<file path="src/asps_defines.svh">
// Constants of the converter serial port sequencer
`ifndef ASPS_DEFINES_SVH
`define ASPS_DEFINES_SVH
`define ASPS_CMD_BITS      4'h8
`define ASPS_RESET_ONES    6'h20
`define ASPS_REG16_BITS    5'h10
`define ASPS_REG8_BITS     5'h08
`define ASPS_DATA_BITS     5'h18
`define ASPS_CMD_RW_BIT    6
`define ASPS_CMD_RS_HI     5
`define ASPS_CMD_RS_LO     3
`define ASPS_RS_STATUS     3'h0
`define ASPS_RS_MODE       3'h1
`define ASPS_RS_CONFIG     3'h2
`define ASPS_RS_DATA       3'h3
`define ASPS_MODE_RESET    16'h000a
`define ASPS_CONFIG_RESET  16'h0710
`define ASPS_CFG_CH_MASK   16'h000f
`define ASPS_CFG_CH_HI     3
`define ASPS_CFG_CH_LO     0
`endif

</file>
<file path="src/asps_pkg.sv">
// Types of the converter serial port sequencer
package asps_pkg;
    typedef enum logic [1:0] {ST_CMD, ST_WRITE, ST_READ} asps_phase_type;
    typedef struct packed {
        logic [1:0]     cs_s;
        logic [1:0]     sclk_s;
        logic [1:0]     din_s;
        logic           cs_d;
        logic           sclk_d;
        asps_phase_type phase;
        logic [4:0]     cnt;
        logic [5:0]     ones;
        logic [7:0]     cmd;
        logic [23:0]    sh;
        logic [15:0]    mode;
        logic [15:0]    config_v;
        logic [23:0]    data;
        logic           rdy_n;
        logic           dout;
        logic           dout_oe;
        logic           wr_stb;
    } asps_state_type;
endpackage : asps_pkg

</file>
<file path="src/asps_top.sv">
// Serial port sequencer of a sigma-delta converter, device side
//
// Summary of operation
// - Select tied low gives three-wire operation
// - Select falling edge presents first output bit
// - Clocks ignored while not selected
// - Thirty-two ones reset port, mode and configuration registers
// - Sixteen-bit register takes exactly sixteen clocks
// - Return to command wait after count
// - Ones discarded; zero gates seven command bits
// - Select high disables port entirely
// - Command 0x10 writes configuration register
// - Command 0x58 reads 24-bit data
// - Configuration 0x0010/0x0011 select input pairs
// - Stray clock with data-in low gates command
// - Ready falls on new result, rises on data read
`timescale 1ns/1ps
`default_nettype none
`include "asps_defines.svh"
module asps_top
    import asps_pkg::*;
(
    input  wire logic        CLK,
    input  wire logic        RST_B,
    input  wire logic        CS_B,
    input  wire logic        SCLK,
    input  wire logic        DIN,
    input  wire logic        CONV_VALID,
    input  wire logic [23:0] CONV_DATA,
    input  wire logic        CONV_UPDATE,
    output logic             DOUT,
    output logic             DOUT_OE,
    output logic [15:0]      MODE_REG,
    output logic [15:0]      CONFIG_REG,
    output logic [3:0]       CHANNEL_SEL,
    output logic             REG_WR_STB
);
    import asps_pkg::*;

    asps_state_type st_r;
    asps_state_type st_nxt;

    logic sel;
    logic rise;
    logic fall;
    logic cs_fall;
    logic bit_in;
    logic [2:0] rs;
    logic [4:0] len;

    // ****************************************************************
    // Pin views and serial clock edges
    // ****************************************************************
    // Pins pass two flops, so edges lag the pins by about two cycles
    always_comb begin
        // select held low keeps port live
        sel     = ~st_r.cs_s[1];
        rise    = st_r.sclk_s[1] & ~st_r.sclk_d;
        fall    = ~st_r.sclk_s[1] & st_r.sclk_d;
        cs_fall = st_r.cs_d & ~st_r.cs_s[1];
        bit_in  = st_r.din_s[1];
        rs      = st_r.cmd[`ASPS_CMD_RS_HI:`ASPS_CMD_RS_LO];
        len     = (rs == `ASPS_RS_DATA) ? `ASPS_DATA_BITS :
                  (rs == `ASPS_RS_STATUS) ? `ASPS_REG8_BITS : `ASPS_REG16_BITS;
    end

    // ****************************************************************
    // Next state
    // ****************************************************************
    always_comb begin
        st_nxt        = st_r;
        st_nxt.cs_s   = {st_r.cs_s[0], CS_B};
        st_nxt.sclk_s = {st_r.sclk_s[0], SCLK};
        st_nxt.din_s  = {st_r.din_s[0], DIN};
        st_nxt.cs_d   = st_r.cs_s[1];
        st_nxt.sclk_d = st_r.sclk_s[1];
        // Strobe lasts one cycle
        st_nxt.wr_stb = 1'b0;
        // Update request wins over a new result
        // ready handling
        if (CONV_UPDATE) begin
            st_nxt.rdy_n = 1'b1;
        end else if (CONV_VALID) begin
            st_nxt.data  = CONV_DATA;
            st_nxt.rdy_n = 1'b0;
        end
        st_nxt.dout_oe = sel;
        if (st_r.phase != ST_READ) begin
            st_nxt.dout = st_nxt.rdy_n;
        end
        if (sel) begin
            if (cs_fall && st_r.phase == ST_READ) begin
                st_nxt.dout = st_r.sh[23];
            end
            if (rise) begin
                // Count saturates, so a longer run keeps resetting
                // ones reset
                if (bit_in) begin
                    st_nxt.ones = (st_r.ones == `ASPS_RESET_ONES) ? st_r.ones
                                : st_r.ones + 6'h01;
                end else begin
                    st_nxt.ones = 6'h00;
                end
                case (st_r.phase)
                    ST_CMD: begin
                        if (st_r.cnt != 5'h00 || !bit_in) begin
                            st_nxt.cmd = {st_r.cmd[6:0], bit_in};
                            st_nxt.cnt = st_r.cnt + 5'h01;
                        end
                        if (st_r.cnt == 5'(`ASPS_CMD_BITS - 4'h1)) begin
                            st_nxt.cnt = 5'h00;
                            if (st_nxt.cmd[`ASPS_CMD_RW_BIT]) begin
                                st_nxt.phase = ST_READ;
                                case (st_nxt.cmd[`ASPS_CMD_RS_HI:`ASPS_CMD_RS_LO])
                                    `ASPS_RS_MODE:   st_nxt.sh = {st_r.mode, 8'h00};
                                    `ASPS_RS_CONFIG: st_nxt.sh = {st_r.config_v, 8'h00};
                                    `ASPS_RS_DATA:   st_nxt.sh = st_r.data;
                                    // Status read carries ready in its lowest bit
                                    default:         st_nxt.sh = {7'h00, st_r.rdy_n, 16'h0000};
                                endcase
                            end else begin
                                st_nxt.phase = ST_WRITE;
                            end
                        end
                    end
                    ST_WRITE: begin
                        st_nxt.sh  = {st_r.sh[22:0], bit_in};
                        st_nxt.cnt = st_r.cnt + 5'h01;
                        // Stray clocks mid-transfer still shift the count
                        // exact register length: sixteen clocks for mode and configuration
                        if (st_r.cnt == len - 5'h01) begin
                            st_nxt.phase  = ST_CMD;
                            st_nxt.cnt    = 5'h00;
                            st_nxt.wr_stb = 1'b1;
                            if (rs == `ASPS_RS_CONFIG) begin
                                st_nxt.config_v = st_nxt.sh[15:0];
                            end else if (rs == `ASPS_RS_MODE) begin
                                st_nxt.mode = st_nxt.sh[15:0];
                            end
                        end
                    end
                    ST_READ: begin
                        st_nxt.sh  = {st_r.sh[22:0], 1'b0};
                        st_nxt.cnt = st_r.cnt + 5'h01;
                        if (st_r.cnt == len - 5'h01) begin
                            st_nxt.phase = ST_CMD;
                            st_nxt.cnt   = 5'h00;
                            // New result on the same edge keeps ready low
                            // ready rises after read
                            if (rs == `ASPS_RS_DATA && !CONV_VALID) begin
                                st_nxt.rdy_n = 1'b1;
                            end
                            // Last rise hands the pin back to ready
                            st_nxt.dout = st_nxt.rdy_n;
                        end
                    end
                    default: st_nxt.phase = ST_CMD;
                endcase
                // Ones reset overrides a write ending on this edge
                // thirty-two ones restore defaults
                if (st_nxt.ones == `ASPS_RESET_ONES) begin
                    st_nxt.phase    = ST_CMD;
                    st_nxt.cnt      = 5'h00;
                    st_nxt.mode     = `ASPS_MODE_RESET;
                    st_nxt.config_v = `ASPS_CONFIG_RESET;
                    st_nxt.wr_stb   = 1'b0;
                end
            end
            // Output bits follow the falling edge
            if (fall && st_r.phase == ST_READ) begin
                st_nxt.dout = st_r.sh[23];
            end
        end
    end

    // ****************************************************************
    // State register
    // ****************************************************************
    always_ff @(posedge CLK or negedge RST_B) begin
        if (!RST_B) begin
            st_r          <= '0;
            st_r.cs_s     <= 2'h3;
            st_r.sclk_s   <= 2'h3;
            st_r.din_s    <= 2'h3;
            st_r.cs_d     <= 1'b1;
            st_r.sclk_d   <= 1'b1;
            st_r.phase    <= ST_CMD;
            st_r.mode     <= `ASPS_MODE_RESET;
            st_r.config_v <= `ASPS_CONFIG_RESET;
            st_r.rdy_n    <= 1'b1;
            st_r.dout     <= 1'b1;
        end else begin
            st_r <= st_nxt;
        end
    end

    // ****************************************************************
    // Outputs
    // ****************************************************************
    // channel field of configuration
    assign DOUT        = st_r.dout;
    assign DOUT_OE     = st_r.dout_oe;
    assign MODE_REG    = st_r.mode;
    assign CONFIG_REG  = st_r.config_v;
    assign CHANNEL_SEL = st_r.config_v[`ASPS_CFG_CH_HI:`ASPS_CFG_CH_LO];
    assign REG_WR_STB  = st_r.wr_stb;
endmodule : asps_top
`default_nettype wire

</file>
<file path="config.mk">
export PLATFORM = sky130hd
export DESIGN_NAME = asps_top
export DESIGN_NICKNAME = d
export VERILOG_FILES = /design/src/asps_pkg.sv /design/src/asps_top.sv
export VERILOG_INCLUDE_DIRS = /design/src /design/src/src
export SDC_FILE = /design/constraint.sdc
export NUM_CORES = 1
export LEC_CHECK = 0
export BUFFER_PORTS_ARGS = -buffer_cell sky130_fd_sc_hd__clkbuf_2
export CORE_MARGIN = 4
export CORE_UTILIZATION = 54
export CTS_CLUSTER_DIAMETER = 60
export CTS_CLUSTER_SIZE = 20
export DETAILED_ROUTE_END_ITERATION = 6
export GPL_ROUTABILITY_DRIVEN = 1
export PLACE_DENSITY_LB_ADDON = 0.08
export SYNTH_ARGS = -nofsm -noshare
export SYNTH_HDL_FRONTEND = slang
export SYNTH_SLANG_ARGS = --single-unit
</file>
<file path="constraint.sdc">
create_clock -name CLK -period 3.1 [get_ports CLK]
set_input_delay 0.62 -clock CLK [delete_from_list [all_inputs] [get_ports CLK]]
set_output_delay 0.62 -clock CLK [all_outputs]
set_load 0.02 [all_outputs]
</file>
Word level (Yosys, flattened, before mapping)
Cells that the tools add are included.

word-level totals
  ROM bits = 0
  bits in registers = 112
  RAM bits = 0
  bits of input ports = 31
  memories = 0
  logic and storage cells = 115
  output and inout bits = 39
  latch bits = 0

cells by class
  div/mod/pow operators = 0
  order comparisons = 0
  bitwise logic cells = 7
  shift operators = 0
  multiply operators = 0
  multiplexer cells = 42
  add/sub/neg operators = 3
  equality and inequality tests = 20
  reductions and logical operators = 25

operator list
  kind                 count
  $pmux 24 s3          2
  $mux 32              3
  $mux 7               7
  $mux 16              3
  $mux 24              2
  $mux 6               4
  $mux 5               3
  $eq 3x2->1 const B   4
  $eq 6x6->1 const B   2
  $reduce_and 4->1     3
  $mux 1               11
  $mux 2               5
  $pmux 5 s2           1
  $reduce_and 5->1     2
  $ne 4x4->1 const B   2
  $reduce_bool 2->1    4
  $add 6x1->6 const B  1
  $eq 3x1->1 const B   2
  $reduce_and 6->1     1
  $reduce_bool 3->1    2
  $add 5x1->5 const B  1
  $eq 5x3->1 const B   1
  $eq 5x5->1           1
  $reduce_bool 5->1    1
  18 further kinds     29

Logic depth before layout (Yosys ltp)
  word-level depth = 11
  gate-level depth with buffers = 10
  gate-level depth less buffers = 7

Worst setup path before layout
OpenSTA, ideal clock, no wires.

  kind = register to register
  start point = reg st_r[93] (netlist name)
  end point = reg st_r, in the netlist MODE_REG[11]
  cell stages (with the launch flop) = 11
  data required time = 2975 ps
  path buffers = 3
  slack = 449 ps
  setup time = 125 ps
  clock period less this slack = 2651 ps
  data arrival time = 2526 ps
  cell sequence = dfrtp_1 clkbuf_1 inv_1 ha_1 or3b_2 mux2i_1 o211ai_1 o311a_1 buf_2 buf_2 mux2_2

on the way
  cells in the longest elaborated chain, start to end = 8
  elaborated cells between the ends (all ways) = 13
  those cells by class = add/sub (1); eq/ne (3); mux (5); reduce/logical (4)

RTL lines
  item                                                              line             text
  start, declared                                                   asps_top.sv:40   asps_state_type st_r;
  start signal, assigned                                            asps_top.sv:193  st_r <= st_nxt;
  $add 6x1->6 or $eq 6x6->1 (tied branches)                         n/a
  $mux 6 (*)                                                        asps_top.sv:99   st_nxt.ones = (st_r.ones == `ASPS_RESET_ONES) ? st_r.ones
  $mux 6 (*)                                                        asps_top.sv:98   if (bit_in) begin
  $mux 6 (*)                                                        asps_top.sv:95   if (rise) begin
  $mux 6 (*)                                                        asps_top.sv:91   if (sel) begin
  $eq 6x6->1 (no source line) (*)                                   n/a
  $ne 2x1->1 (no source line) or $reduce_bool 2->1 (tied branches)  n/a
  $reduce_and 6->1 (no source line)                                 n/a

Mark *: on every way between the ends. The rest lies on a longest branch, timed or not. The select of a mux whose other input is x is not followed.
A chain may end at the register's enable or synchronous reset.

Worst setup path after layout
  start point = reg st_r[98] (netlist name)
  end point = reg st_r[72] (netlist name)

on the way
  cells in the longest elaborated chain, start to end = 11
  elaborated cells between the ends (all ways) = 17
  those cells by class = eq/ne (6); mux (8); reduce/logical (3)

RTL lines
  item                                      line             text
  $reduce_bool 5->1                         asps_top.sv:106  if (st_r.cnt != 5'h00 || !bit_in) begin
  $logic_or 1x1->1                          asps_top.sv:106
  $mux 7                                    asps_top.sv:106
  $mux 7                                    asps_top.sv:104  case (st_r.phase)
  $mux 7                                    asps_top.sv:95
  $mux 7                                    asps_top.sv:91
  $eq 3x2->1 or $eq 3x1->1 (tied branches)  asps_top.sv:114  case (st_nxt.cmd[`ASPS_CMD_RS_HI:`ASPS_CMD_RS_LO])
  $pmux 24 s3                               asps_top.sv:114
  $mux 24                                   asps_top.sv:112  if (st_nxt.cmd[`ASPS_CMD_RW_BIT]) begin
  $mux 24                                   asps_top.sv:110  if (st_r.cnt == 5'(`ASPS_CMD_BITS - 4'h1)) begin
  $pmux 24 s3                               asps_top.sv:104

Parallel ways exist; a longest one is shown, timed or not. The select of a mux whose other input is x is not followed.

==> results.rst <==
.. list-table::
   :header-rows: 1

   * - Metric
     - Value
   * - Result of the run
     - completed
   * - Synth Warn #
     - 0
   * - Die Area
     - 13100 um2
   * - Leakage Power
     - 2.95 nW
   * - Htree depth
     - 3
   * - DP HPWL
     - 10300 um
   * - Nature of the critical path endpoint
     - flip-flop
   * - Post-route setup slack
     - 280 ps
   * - Proportion of netlist area held by the largest area contributor
     - 0.394
   * - Maximum number of pins on one net before global-route repair
     - 64
   * - Global-route congestion overflow total
     - 0
   * - Routability Congestion
     - 0.896
   * - Final Skew
     - 7.47 ps
   * - Avg Synthesized Cell Area
     - 10.0 um2
   * - Layout Area Growth over Synthesis
     - 7.83%
   * - Type of origin of the critical path
     - flip-flop
   * - Synth Net Count
     - 648
   * - Setup CP Type
     - reg2reg
   * - Clock-pin slew of the registers on the worst-case setup and hold paths
     - 80 ps
   * - Buffers inserted during post-CTS setup optimization
     - 0
   * - Count of mapped cells out of synthesis
     - 609
   * - Maximum clock rate
     - 355 MHz
   * - TritonCTS clock tree
     - yes
   * - Final worst path period need
     - 2820 ps
   * - Combined flip-flop and latch cell area
     - 2820 um2
   * - Global-route wire length before repair
     - 24200 um
   * - Number of enable-type register cells in the synthesized netlist
     - 0
   * - Fraction of layout instances using a drive strength above 1
     - 0.276
   * - Number of antenna violations at the first check in global routing
     - 0
   * - Main area contributors after synthesis
     - dfrtp_1 (39%), dfstp_2 (6.9%), mux2_2 (6.5%), buf_4 (4.6%), nand2_1 (3.4%)
   * - GRT Resource Usage Total
     - 0.234
   * - Maximum VDD drop
     - 0.408 mV
   * - Final number of max-transition violations
     - 0
   * - Rows
     - 38
   * - Design Power
     - 3.69 mW
   * - Power per cell area
     - 560 nW/um2
   * - Most frequent cells in the layout
     - dfrtp_1 (96), clkbuf_2 (68), nand2_1 (55)
   * - Pre-CTS WS
     - 186 ps
   * - Starting density of the core
     - 0.558
   * - Remaining antenna violation count after routing
     - 0
   * - Latest clock arrival within the worst-skew pair
     - 360 ps
   * - Max-slew headroom at the worst pin
     - 0.267
   * - Combined area of all synthesized cells
     - 6100 um2
   * - DR vias
     - 4760
   * - Main flop type after synthesis
     - dfrtp_1
   * - Highest net fanout along the worst path
     - 15
   * - Endpoint arrival time on the critical path
     - 3080 ps
   * - Most common cell after layout, fill and taps aside
     - dfrtp_1
   * - PortBufs
     - 69
   * - Final setup violation count
     - 0
   * - Top-Level Pins
     - 70
   * - Number of hold violations in the final report
     - 0
   * - Iter 0 DRT Violations
     - 480
   * - Maxcap violations
     - 0
   * - CTS Buf Count
     - 9
   * - Sum of routed wire length over all layers
     - 14900 um
   * - Drt drc
     - 0
   * - Kind of path behind the tightest hold check
     - in2async
   * - Root Buffer Master
     - clkbuf_16
   * - Die boundary width
     - 114 um
   * - Number of optimization iterations in the first detailed-route pass
     - 5
   * - Area leader, netlist
     - dfrtp_1
   * - Diode insertion count for antenna repair
     - 0
   * - Detailed-route wire length per cell
     - 19.2 um
   * - Tightest Pin Transition
     - 1100 ps
   * - Footprint of the multi-input gates
     - 2690 um2
   * - Required time worst endpoint
     - 3360 ps
   * - Post-route clock period utilization
     - 0.910
   * - Distinct cell type count after synthesis
     - 67
   * - Synth async-reset ratio
     - 1.00
   * - Register bit total from synthesis
     - 112
   * - # fillers
     - 928
   * - Fin nets
     - 668
   * - Vias per std cell
     - 6.15
   * - Unrepaired setup endpoints after global routing
     - false
   * - Core area
     - 10900 um2
   * - Die H
     - 114 um
   * - Count of clock tree sinks
     - 112
   * - Sequential-to-total area share from yosys stat
     - 0.462
   * - Number of global-route vias before repair
     - 4548
   * - Buffer depth of the longest clock path
     - 2
   * - Setup TNS after final layout
     - 0 ps
-- what timing repair did --
action                                  CTS  global route
hold buffers                              0             0
endpoints found under the setup margin    0            20
gates resized for setup                   0             2
-- path summary, 6_finish.rpt --
check                            start        endpoint  slack (ps)  cells after the start
min reg2reg                st_nxt[108]          bit_in         360                      0
max                           st_r[98]        st_r[72]         280                      6
max reg2reg                   st_r[98]        st_r[72]         280                      6
min in group CLK                  SCLK     st_nxt[110]         340                      1
max in group asynchronous        RST_B  CONFIG_REG[10]        2050                      2
min                              RST_B        st_r[97]         260                      1
-- critical path: stages, from the launching register on --
cell and delay, ps:
dfrtp_1 420, inv_1 90, ha_1 160, or4b_1 610, or4_4 470, a221o_1 650, o221ai_1 320
-- metal layers --
layer | vias to the layer above | GRT usage | wire, um
li1 | 2209 | - | -
met1 | 2357 | 0.352 | 7130
met2 | 179 | 0.344 | 6570
met3 | 15 | 0.0576 | 1040
met4 | 0 | 0.0475 | 141
met5 | - | 0 | 0
-- synthesized netlist by cell type (3+ instances only) --
library cell	n
nand3b_1	3
o21ai_1	3
o221ai_2	10
o22ai_1	3
a2111o_1	3
nor2b_1	6
a211oi_1	18
buf_2	13
a221oi_1	15
o21ai_0	34
clkbuf_1	24
ha_1	8
and3_1	4
o221ai_1	7
a21oi_1	9
mux2i_1	13
nand2_1	55
nor2_1	26
inv_1	39
nand4_1	4
or3_1	8
a22oi_1	10
o31ai_1	4
mux2_2	35
a21o_1	3
dfstp_2	16
nand3_1	33
and4_1	3
nor3_1	6
and2_1	11
o211ai_1	5
buf_4	37
dfrtp_1	96
-- sequential cells by signal, indices dropped and copies added, names as in the netlist --
signal,count
DOUT_OE,1
rs,3
st_nxt,5
MODE_REG,16
REG_WR_STB,1
CONFIG_REG,16
bit_in,1
DOUT,1
st_r,68
-- area by class of cell --
| class | instances | share of cell area |
|---|---|---|
| sequential | 112 | 0.429 |
| multi-input combinational | 382 | 0.409 |
| timing repair buffer | 85 | 0.0730 |
| clock buffer | 11 | 0.0354 |
| tap | 140 | 0.0266 |
| inverter | 39 | 0.0222 |
| clock inverter | 5 | 0.00513 |
-- kinds of logic (layout without fill, tap and decap cells) --
logic type      count (synthesis)  in the layout  synth area share
simple gates                  177            177             0.149
compound gates                148            148             0.187
buf+inv                       115            140            0.0976
flops                         112            112             0.462
mux                            48             48            0.0859
fa+ha+maj                       8              8            0.0164
xor+xnor                        1              1           0.00144
-- power by group --
| part | switching (mW) | leakage [nW] | internal (mW) |
|---|---|---|---|
| logic | 0.508 | 1.40 | 0.325 |
| clock network | 0.540 | 0.126 | 0.545 |
| registers | 0.168 | 1.43 | 1.60 |
-- per-stage QoR --
step	cells	util	cell area, um2	hold WS [ps]
2_1_floorplan	609	-	6100	324
3_5_place_dp	758	0.577	6310	348
5_1_grt	774	0.602	6580	306
4_1_cts	774	0.602	6580	274
3_3_place_gp	758	0.577	6310	345
6_report	774	0.602	6580	264
Note: power is estimated with default switching activity, not from simulation.
